## config.mk

```make
export PLATFORM = sky130hd
export DESIGN_NAME = dli_lamp
export DESIGN_NICKNAME = d
export VERILOG_FILES = /design/src/rtl/dli_pkg.sv /design/src/rtl/dli_lamp.sv
export VERILOG_INCLUDE_DIRS = /design/src /design/src/rtl
export SDC_FILE = /design/constraint.sdc
export NUM_CORES = 1
export LEC_CHECK = 0
export BUFFER_PORTS_ARGS = -buffer_cell sky130_fd_sc_hd__buf_2
export CAP_MARGIN = 20
export CORE_MARGIN = 2
export CORE_UTILIZATION = 35
export DETAILED_ROUTE_END_ITERATION = 7
export GPL_ROUTABILITY_DRIVEN = 0
export GPL_TIMING_DRIVEN = 1
export PLACE_DENSITY = 0.55
export SLEW_MARGIN = 20
export SYNTH_ARGS = -nofsm -noshare
export SYNTH_HDL_FRONTEND = slang
export SYNTH_SLANG_ARGS = --single-unit
```

## constraint.sdc

```tcl
create_clock -name CORE_CLK -period 4.8 [get_ports CORE_CLK]
set_input_delay 0.48 -clock CORE_CLK [delete_from_list [all_inputs] [get_ports CORE_CLK]]
set_output_delay 0.48 -clock CORE_CLK [all_outputs]
set_load 0.02 [all_outputs]
```

## src/rtl/dli_regs.svh

```systemverilog
/*
  Constants of the diagnostic lamp and error indicator: test numbers,
  misfeed code pairs with their host codes, and blink timing.
  Assumes inclusion by dli_lamp.sv only; the package holds no constants.
*/
`ifndef DLI_REGS_SVH
`define DLI_REGS_SVH

// Test selection
`define DLI_GROUP_PUNCH 4'hE
`define DLI_SUB_FIRST 4'h1
`define DLI_SUB_LAST 4'h9

// Misfeed code pairs and host codes
`define DLI_MF_REMAIN_D1 4'h1
`define DLI_MF_REMAIN_D2 4'h1
`define DLI_MF_REMAIN_HOST 16'hEA31
`define DLI_MF_DELAY_D1 4'h1
`define DLI_MF_DELAY_D2 4'h3
`define DLI_MF_DELAY_HOST 16'hEA10
`define DLI_MF_TRAY_D1 4'h1
`define DLI_MF_TRAY_D2 4'h7
`define DLI_MF_TRAY_HOST 16'hEA40
`define DLI_MF_BELT_D1 4'h2
`define DLI_MF_BELT_D2 4'h8
`define DLI_MF_BELT_HOST 16'hEA70
`define DLI_MF_BUFFER_D1 4'h3
`define DLI_MF_BUFFER_D2 4'h1
`define DLI_MF_BUFFER_HOST 16'hED16

// Timing: clock rate, millisecond tick, blink phases in milliseconds
`define DLI_CLK_HZ 100000000
`define DLI_MS_PER_S 1000
`define DLI_CYC_PER_MS (`DLI_CLK_HZ / `DLI_MS_PER_S)
`define DLI_HW_ON_MS 16'd200
`define DLI_MF_ON_MS 16'd400
`define DLI_AL_ON_MS 16'd800
`define DLI_OFF_MS 16'd300
`define DLI_PAUSE_MS 16'd1500

`endif

```

## src/rtl/dli_pkg.sv

```systemverilog
/*
  Types of the diagnostic lamp and error indicator.
  Assumes nothing beyond a SystemVerilog compiler.
*/
package dli_pkg;
  typedef logic [15:0] dli_code_t;
  typedef logic [3:0] dli_digit_t;

  typedef enum logic [1:0] {
    DLI_CAT_NONE = 2'h0,
    DLI_CAT_ALERT = 2'h1,
    DLI_CAT_MISFEED = 2'h2,
    DLI_CAT_HW = 2'h3
  } dli_cat_t;

  // Gray codes along the blink sequence, except the DLI_BL_PAUSE to DLI_BL_D1_ON restart
  typedef enum logic [2:0] {
    DLI_BL_IDLE = 3'h0,
    DLI_BL_D1_ON = 3'h1,
    DLI_BL_D1_OFF = 3'h3,
    DLI_BL_D2_ON = 3'h2,
    DLI_BL_D2_OFF = 3'h6,
    DLI_BL_PAUSE = 3'h7
  } dli_blink_t;
endpackage

```

## src/rtl/dli_lamp.sv

```systemverilog
/*
  Diagnostic lamp and error indicator: mirrors one punch-section sensor on
  the sensor state lamp during a group 14 test, and shows the top-priority
  pending error as blink counts on the two error lamps.
  Assumes sensors are asynchronous pins; error sources and test requests
  come from logic on CORE_CLK.
*/
`include "dli_regs.svh"

module dli_lamp #(
  parameter int CYC_PER_MS = `DLI_CYC_PER_MS
) (
  // Clock and reset
  input wire logic CORE_CLK,
  input wire logic RST_N,
  // Test request
  input wire logic TEST_START,
  input wire dli_pkg::dli_digit_t TEST_GROUP,
  input wire dli_pkg::dli_digit_t TEST_SUB,
  input wire logic TEST_CANCEL,
  output logic TEST_RUNNING,
  output logic TEST_REFUSED,
  // Sensor pins
  input wire logic PUNCH_COVER_SENSOR,
  input wire logic TRAILING_EDGE_SENSOR_MAIN,
  input wire logic [3:0] TRAILING_EDGE_SENSOR_AUX,
  input wire logic [1:0] PUNCH_SKEW_SENSOR,
  input wire logic PUNCH_WASTE_FULL_SENSOR,
  // Error sources
  input wire logic HW_ERR_ACTIVE,
  input wire dli_pkg::dli_digit_t HW_ERR_DIGIT_ONE,
  input wire dli_pkg::dli_digit_t HW_ERR_DIGIT_TWO,
  input wire dli_pkg::dli_code_t HW_ERR_HOST_CODE,
  input wire logic [4:0] MISFEED_JAM,
  input wire logic ALERT_ACTIVE,
  input wire dli_pkg::dli_digit_t ALERT_DIGIT_ONE,
  input wire dli_pkg::dli_digit_t ALERT_DIGIT_TWO,
  input wire dli_pkg::dli_code_t ALERT_HOST_CODE,
  // Lamps and reported code
  output logic SENSOR_STATE_LAMP,
  output logic ERROR_DIGIT_ONE_LAMP,
  output logic ERROR_DIGIT_TWO_LAMP,
  output dli_pkg::dli_cat_t ERROR_CATEGORY,
  output dli_pkg::dli_code_t HOST_CODE
);
  import dli_pkg::*;

  localparam int NSENS = 9;
  localparam int DIV_W = $clog2(CYC_PER_MS + 1);

  logic [NSENS-1:0] sens_pin;
  logic [NSENS-1:0] sync1;
  logic [NSENS-1:0] sync2;
  logic [NSENS-1:0] sync3;
  logic [NSENS-1:0] sens;
  logic running;
  dli_digit_t sel;
  logic any_err;
  logic sub_ok;
  dli_cat_t next_cat;
  dli_digit_t next_d1;
  dli_digit_t next_d2;
  dli_code_t next_code;
  logic [15:0] next_on_ms;
  logic [DIV_W-1:0] ms_div;
  logic ms_tick;
  dli_blink_t bl;
  logic [15:0] phase_ms;
  logic [15:0] on_ms;
  dli_digit_t cnt;
  dli_digit_t d1;
  dli_digit_t d2;
  logic phase_end;

  // Sensor order matches sub-test numbers 1 to 9
  assign sens_pin = {PUNCH_WASTE_FULL_SENSOR, PUNCH_SKEW_SENSOR, TRAILING_EDGE_SENSOR_AUX,
                     TRAILING_EDGE_SENSOR_MAIN, PUNCH_COVER_SENSOR};

  // Three-stage capture; a level is taken only once stages two and three agree,
  // which keeps a metastable first stage away from the lamp
  genvar gi;
  generate
    for (gi = 0; gi < NSENS; gi++) begin : g_sync
      always_ff @(posedge CORE_CLK) begin
        if (!RST_N) begin
          sync1[gi] <= 1'b0;
          sync2[gi] <= 1'b0;
          sync3[gi] <= 1'b0;
          sens[gi] <= 1'b0;
        end else begin
          sync1[gi] <= sens_pin[gi];
          sync2[gi] <= sync1[gi];
          sync3[gi] <= sync2[gi];
          if (sync2[gi] == sync3[gi]) begin
            sens[gi] <= sync3[gi];
          end
        end
      end
    end
  endgenerate

  // Error priority and misfeed code table
  always_comb begin
    next_cat = DLI_CAT_NONE;
    next_d1 = 4'h0;
    next_d2 = 4'h0;
    next_code = 16'h0000;
    next_on_ms = `DLI_AL_ON_MS;
    if (HW_ERR_ACTIVE) begin
      next_cat = DLI_CAT_HW;
      next_d1 = HW_ERR_DIGIT_ONE;
      next_d2 = HW_ERR_DIGIT_TWO;
      next_code = HW_ERR_HOST_CODE;
      next_on_ms = `DLI_HW_ON_MS;
    end else if (MISFEED_JAM != 5'h00) begin
      next_cat = DLI_CAT_MISFEED;
      next_on_ms = `DLI_MF_ON_MS;
      if (MISFEED_JAM[0]) begin
        next_d1 = `DLI_MF_REMAIN_D1;
        next_d2 = `DLI_MF_REMAIN_D2;
        next_code = `DLI_MF_REMAIN_HOST;
      end else if (MISFEED_JAM[1]) begin
        next_d1 = `DLI_MF_DELAY_D1;
        next_d2 = `DLI_MF_DELAY_D2;
        next_code = `DLI_MF_DELAY_HOST;
      end else if (MISFEED_JAM[2]) begin
        next_d1 = `DLI_MF_TRAY_D1;
        next_d2 = `DLI_MF_TRAY_D2;
        next_code = `DLI_MF_TRAY_HOST;
      end else if (MISFEED_JAM[3]) begin
        next_d1 = `DLI_MF_BELT_D1;
        next_d2 = `DLI_MF_BELT_D2;
        next_code = `DLI_MF_BELT_HOST;
      end else begin
        next_d1 = `DLI_MF_BUFFER_D1;
        next_d2 = `DLI_MF_BUFFER_D2;
        next_code = `DLI_MF_BUFFER_HOST;
      end
    end else if (ALERT_ACTIVE) begin
      next_cat = DLI_CAT_ALERT;
      next_d1 = ALERT_DIGIT_ONE;
      next_d2 = ALERT_DIGIT_TWO;
      next_code = ALERT_HOST_CODE;
    end
  end

  assign any_err = HW_ERR_ACTIVE | (MISFEED_JAM != 5'h00) | ALERT_ACTIVE;
  assign sub_ok = (TEST_SUB >= `DLI_SUB_FIRST) && (TEST_SUB <= `DLI_SUB_LAST);

  // Test control; an error arising mid-test also ends the test
  always_ff @(posedge CORE_CLK) begin
    if (!RST_N) begin
      running <= 1'b0;
      sel <= 4'h0;
      TEST_REFUSED <= 1'b0;
    end else begin
      TEST_REFUSED <= 1'b0;
      if (TEST_CANCEL || any_err) begin
        running <= 1'b0;
        if (TEST_START && !TEST_CANCEL) begin
          TEST_REFUSED <= 1'b1;
        end
      end else if (TEST_START) begin
        if (TEST_GROUP == `DLI_GROUP_PUNCH && sub_ok) begin
          running <= 1'b1;
          sel <= TEST_SUB - 4'h1;
        end else begin
          TEST_REFUSED <= 1'b1;
        end
      end
    end
  end

  assign TEST_RUNNING = running;

  always_ff @(posedge CORE_CLK) begin
    if (!RST_N) begin
      SENSOR_STATE_LAMP <= 1'b0;
    end else begin
      SENSOR_STATE_LAMP <= running && sens[sel];
    end
  end

  // Millisecond enable; the long divide is a parameter so benches can shorten it
  always_ff @(posedge CORE_CLK) begin
    if (!RST_N) begin
      ms_div <= '0;
      ms_tick <= 1'b0;
    end else begin
      ms_tick <= 1'b0;
      if (ms_div == DIV_W'(CYC_PER_MS - 1)) begin
        ms_div <= '0;
        ms_tick <= 1'b1;
      end else begin
        ms_div <= ms_div + 1'b1;
      end
    end
  end

  always_comb begin
    unique case (bl)
      DLI_BL_D1_ON, DLI_BL_D2_ON: phase_end = (phase_ms >= on_ms);
      DLI_BL_PAUSE: phase_end = (phase_ms >= `DLI_PAUSE_MS);
      default: phase_end = (phase_ms >= `DLI_OFF_MS);
    endcase
  end

  // Blink sequencer: digits are captured at the start of each round so a
  // change of error never tears a pattern midway; clearing all errors ends it at once
  always_ff @(posedge CORE_CLK) begin
    if (!RST_N) begin
      bl <= DLI_BL_IDLE;
      phase_ms <= 16'h0000;
      cnt <= 4'h0;
      d1 <= 4'h0;
      d2 <= 4'h0;
      on_ms <= `DLI_AL_ON_MS;
      ERROR_CATEGORY <= DLI_CAT_NONE;
      HOST_CODE <= 16'h0000;
    end else if (!any_err) begin
      bl <= DLI_BL_IDLE;
      phase_ms <= 16'h0000;
      ERROR_CATEGORY <= DLI_CAT_NONE;
      HOST_CODE <= 16'h0000;
    end else if (bl == DLI_BL_IDLE || (bl == DLI_BL_PAUSE && ms_tick && phase_end)) begin
      bl <= DLI_BL_D1_ON;
      phase_ms <= 16'h0000;
      cnt <= 4'h1;
      d1 <= next_d1;
      d2 <= next_d2;
      on_ms <= next_on_ms;
      ERROR_CATEGORY <= next_cat;
      HOST_CODE <= next_code;
    end else if (ms_tick) begin
      phase_ms <= phase_ms + 16'h0001;
      if (phase_end) begin
        phase_ms <= 16'h0000;
        unique case (bl)
          DLI_BL_D1_ON: bl <= DLI_BL_D1_OFF;
          DLI_BL_D1_OFF: begin
            if (cnt >= d1) begin
              bl <= DLI_BL_D2_ON;
              cnt <= 4'h1;
            end else begin
              bl <= DLI_BL_D1_ON;
              cnt <= cnt + 4'h1;
            end
          end
          DLI_BL_D2_ON: bl <= DLI_BL_D2_OFF;
          DLI_BL_D2_OFF: begin
            if (cnt >= d2) begin
              bl <= DLI_BL_PAUSE;
            end else begin
              bl <= DLI_BL_D2_ON;
              cnt <= cnt + 4'h1;
            end
          end
          default: bl <= DLI_BL_IDLE;
        endcase
      end
    end
  end

  assign ERROR_DIGIT_ONE_LAMP = (bl == DLI_BL_D1_ON);
  assign ERROR_DIGIT_TWO_LAMP = (bl == DLI_BL_D2_ON);
endmodule

```

# Word level (Yosys, flattened, before mapping)
# Index checks and enable logic that the tools add are counted.
# Widths: inputs -> output; s select.
[word_totals]
output_inout_bits = 23
ff_bits = 126
input_bits = 76
word_cells = 157
[op_classes]
n_addsub = 4
reduce_logical = 25
n_bitwise = 5
n_mux = 47
order_cmp = 8
n_eq_ne = 17
[ops]
columns = ["cell", "n"]
rows = [
  ["$mux 16", 4],
  ["$mux 4", 15],
  ["$mux 11", 4],
  ["$mux 10", 2],
  ["$add 17x1->17 const B", 1],
  ["$eq 17x17->1 const B", 1],
  ["$add 16x1->16 const B", 1],
  ["$ge 16x11->1 const B", 1],
  ["$ge 16x16->1", 1],
  ["$ge 16x9->1 const B", 1],
  ["$mux 2", 6],
  ["$pmux 3 s4", 1],
  ["$mux 1", 11],
  ["$reduce_and 2->1", 5],
  ["$eq 1x1->1", 9],
  ["$ge 4x4->1", 2],
  ["$pmux 4 s2", 1],
  ["$eq 3x2->1 const B", 2],
  ["$eq 3x3->1 const B", 2],
  ["$logic_and 1x1->1", 6],
  ["$reduce_or 2->1", 3],
  ["$lt 4x5->1 const B", 1],
  ["$reduce_and 5->1", 1],
  ["$reduce_bool 5->1", 1],
  ["19 further kinds", 24],
]

# Depth between registers and ports, before layout
[depth]
word_depth = 7
depth_mapped = 10
mapped_depth_nobuf = 9

# Worst setup path after synthesis
# OpenSTA, ideal clock, no wires.
[synth_path]
kind = "register -> register"
from = "register phase_ms[3]"
to = "register cnt[3]"
required_ns = 4.699
path_stages_with_launch = 10
path_buffers = 0
period_less_slack_ns = 2.223
path_slack_ns = 2.577
arrival_time_ns = 2.122
path_cell_list = "dfxtp_1 inv_1 ha_1 nand3b_1 a2111oi_0 a2111oi_2 o211ai_2 a22oi_2 or2_1 o41ai_1"
[synth_between]
elab_chain_len = 6
elab_cells_between_ends = 12
[synth_lines]
columns = ["item", "line_no", "source"]
rows = [
  ["start: declaration", "dli_lamp.sv:68", "logic [15:0] phase_ms;"],
  ["start signal: assignment", "dli_lamp.sv:235", "phase_ms <= phase_ms + 16'h0001;"],
  ["$ge 16x9->1 (no source line), or another cell as far along", "n/a", ""],
  ["$pmux 1 s2 *", "dli_lamp.sv:201", "unique case (bl)"],
  ["$logic_and 1x1->1", "dli_lamp.sv:225", "end else if (bl == DLI_BL_IDLE || (bl == DLI_BL_PAUSE && ms_tick && phase_end)) begin"],
  ["$logic_or 1x1->1", "dli_lamp.sv:225", ""],
  ["$ne 3x3->1 (no source line), or another cell as far along", "n/a", ""],
  ["$reduce_and 5->1 (no source line)", "n/a", ""],
  ["end signal: assignment", "dli_lamp.sv:246", "cnt <= cnt + 4'h1;"],
  ["end signal: assignment", "dli_lamp.sv:255", "cnt <= cnt + 4'h1;"],
  ["end: declaration", "dli_lamp.sv:70", "dli_digit_t cnt;"],
]
# Every way passes the cells marked *; elsewhere a longest branch is shown, timed or not.
# A chain may end at the register's enable or synchronous reset.

# Worst setup path after layout
[layout_path]
from = "register phase_ms[3]"
to = "register bl[0]"
[layout_between]
elab_chain_len = 6
elab_cells_between_ends = 10
[layout_lines]
columns = ["item", "line_no", "source"]
rows = [
  ["$ge 16x9->1 (no source line), or another cell as far along", "n/a", ""],
  ["$pmux 1 s2 *", "dli_lamp.sv:201", ""],
  ["$logic_and 1x1->1", "dli_lamp.sv:225", ""],
  ["$logic_or 1x1->1", "dli_lamp.sv:225", ""],
  ["$reduce_bool 2->1 (no source line)", "n/a", ""],
  ["$reduce_and 2->1 (no source line)", "n/a", ""],
  ["end signal: assignment", "dli_lamp.sv:221", "bl <= DLI_BL_IDLE;"],
  ["end signal: assignment", "dli_lamp.sv:226", "bl <= DLI_BL_D1_ON;"],
  ["end signal: assignment", "dli_lamp.sv:239", "DLI_BL_D1_ON: bl <= DLI_BL_D1_OFF;"],
  ["end: declaration", "dli_lamp.sv:67", "dli_blink_t bl;"],
]
# Marked as above.

==> impl_metrics.yaml <==
run_status:
  outcome: "complete, no violations"
routing:
  ant_nets: 0
  wl_mm: 12.6
  drc_errors: 0
  wl_met3_um: 464
  vias: 4634
  wl_met1_mm: 6.05
  routed_via_density: 5.03
  maxUsedRoutingLayer: "met4"
  drtPass1Iterations: 4
  drt_iter0_markers: 279
  route.met2.wl_mm: 5.88
  wire_per_inst_um: 13.7
power:
  comb_power_share: 0.073
  p_per_area_nw_per_um2: 377
  p_leak_nw: 2.68
  p_int_mw: 1.91
  max-vdd-ir-drop_mv: 0.220
  power_switching_share: 0.222
  seqPwrFrac: 0.408
  pwr-share-clk: 0.519
  p_sw_uw: 546
final_layout:
  final_common_cell: "dfxtp_1"
  num_antenna_cells: 0
  n_fill_cell: 1451
  fin_area_um2: 6510
  final_cell_mix: "dfxtp_1, buf_2, nor2_1"
  drive_gt1_frac: 0.184
  multi_input_area_um2: 2800
  regArea_um2: 2300
  nets: 825
  area_growth_pct: 23.0
  utilization: 0.445
clock_network:
  cts_buffer_depth: 2
  tritoncts: "done"
  cts.sinks: 115
  post-cts-setup-buffer-count: 0
  cts-root-buf: "clkbuf_16"
  holdBufCountCts: 0
  cts_max_level: 4
  numCtsBuffers: 17
  worstSkewPairLatency_ns: 0.41
  cts-resized-gates: 0
  path_clk_slew_ns: 0.05
worst_setup_path:
  reg2reg_slack_ns: 2.22
  critPathMaxStageDelay_ns: 0.53
  cp.arrival_ns: 2.90
  crit_type: "reg2reg"
  cp.depth: 9
  timing.rr.end: "bl[0]"
  path_cells: "inv_1 -> ha_1 -> nand3b_1 -> a2111oi_0 -> a2111oi_2 -> o211ai_2 -> nand2_2 -> mux2_1 -> a31oi_1"
  cp-end-kind: "register"
  critPathSlowestCell: "a2111oi_0"
  worstPathMaxFanout: 4
  cp_top_family: "compound AO/OA/AOI/OAI gates"
  r2r-start: "phase_ms[3]"
  startpoint_type: "register"
  cp.buffers_inverters: 1
  crit_required_ns: 5.12
  startpoint: "phase_ms[3]"
  worstRegToRegCells: 9
  cp-endpoint: "bl[0]"
floorplan:
  ios: 99
  die_area_um2: 16100
  start_util: 0.362
  core_area_um2: 14600
  die_w_um: 127
  dieHeight_um: 127
  rows: 44
sta:
  slew_headroom: 0.406
  fmax_ghz: 0.388
  worst_pin_slew_ns: 0.885
  min_period_over_period: 0.538
  rsz0062_at_grt: "false"
  clock-skew-final_ns: 0.00767
  finalCriticalPeriod_ns: 2.58
  setup_violations: 0
  fin_tns_setup_ns: 0
  hold_viol: 0
  drv_slew: 0
yosys:
  synth_cell_type_count: 57
  yosysSeqAreaShare: 0.435
  yosysWarnings: 0
  synth_compound_area_frac: 0.159
  synthAdderAreaFrac: 0.0496
  muxShareOfSynthArea: 0.0120
  dominantRegCellSynth: "dfxtp_1"
  synthXorXnorAreaFrac: 0.0546
  synth_fp_nets: 736
  synth_edf_count: 0
  synthSimpleGateAreaFrac: 0.252
  syn_area_per_cell_um2: 8.29
  synthCells: 639
  syn_area_um2: 5300
  synth_top_family_by_area: "simple AND/OR/NAND/NOR gates"
  synth_seq_cells: 115
  async_flop_share: 0
placed_design:
  port_buffers: 98
  dpl.hpwl_mm: 9.25
  place_area_um2: 5910
global_routing:
  grt_max_degree: 46
  antenna_found_initial: 0
  grt_pass1_vias: 4560
  grt_pass1_wl_mm: 21.1
  grt_use_total: 0.163
  grt-ovfl-total: 0
min_path:
  min_path_type: "in2reg"
flow_run:
  max_cap_viol_count: 0
power by group through the flow:
stage	registers, mW	clock network (mW)	logic, mW
6_report	1.00	1.28	0.179
5_1_grt	1.01	1.35	0.202
4_1_cts	1.00	1.31	0.180
3_5_place_dp	1.02	0	0.179
3_3_place_gp	1.02	0	0.175
2_1_floorplan	1.03	0	0.0977
worst register-to-register path: cells and delay by family, from the launching register on:
kind / cells / cell delay (ns)
buffers and inverters: 1 / 0.09
adder cells (fa/ha/maj): 1 / 0.28
AND/OR/NAND/NOR: 2 / 0.26
AO/OA/AOI/OAI: 4 / 1.13
multiplexers: 1 / 0.36
flip-flops: 1 / 0.38
worst min path at each step:
stage	startpoint	to	depth (start not counted)
3_5_place_dp	sync1[5]	sync2[5]	1
4_1_cts	TEST_CANCEL	TEST_RUNNING	2
2_1_floorplan	sync1[0]	sync2[0]	1
5_1_grt	TEST_CANCEL	TEST_RUNNING	2
3_3_place_gp	sync1[5]	sync2[5]	1
6_report	TEST_CANCEL	TEST_RUNNING	2
synthesized netlist by cell type (8+ instances only):
library cell	number	area share
a211oi_1	10	0.014
a21oi_1	59	0.056
and2_1	32	0.038
and3_1	8	0.0094
clkbuf_1	25	0.018
dfxtp_1	115	0.43
ha_1	21	0.050
inv_1	24	0.017
nand2_1	74	0.052
nand3_1	12	0.011
nand4_1	10	0.012
nor2_1	83	0.059
nor3_1	19	0.018
o211ai_1	8	0.011
o21ai_0	19	0.018
o21ai_1	11	0.010
xnor2_1	13	0.021
xor2_1	20	0.033
final cells by class:
cell class | instances | area share
multi-input combinational | 471 | 0.430
sequential | 115 | 0.353
timing repair buffer | 98 | 0.0753
clock buffer | 18 | 0.0659
tap | 184 | 0.0353
clock inverter | 11 | 0.0252
inverter | 25 | 0.0144
cells by family (layout without fill, tap and decap cells):
logic type,Yosys count,in the layout
xor gates and xnor gates,33,33
muxes,5,5
adders and majority gates,21,21
and+or+nand+nor,275,275
DFF,115,115
AOI/OAI and AO/OA,137,137
buffers and inverters,53,152
metrics by stage:
stage | hold WS [ns] | instances | setup WS, ns | total power [mW]
global placement | 0.420 | 893 | 2.17 | 1.20
global route | 0.251 | 922 | 1.92 | 2.56
detailed placement | 0.418 | 893 | 2.11 | 1.20
floorplan | 0.412 | 639 | 2.58 | 1.13
CTS | 0.235 | 922 | 2.09 | 2.49
finish | 0.268 | 922 | 2.22 | 2.46
registers in the layout, indices dropped and copies added (netlist names), 5 cells and up:
name / count
HOST_CODE: 16
phase_ms: 16
sync3: 9
sens: 9
on_ms: 5
ms_div: 17
sync2: 9
sync1: 9
layer usage:
metal	up-vias	global-route usage
met4	0	0.0640
met3	18	0.0402
met2	76	0.265
met5	-	0
met1	2158	0.208
li1	2382	-
(Power assumes the default switching activity.)
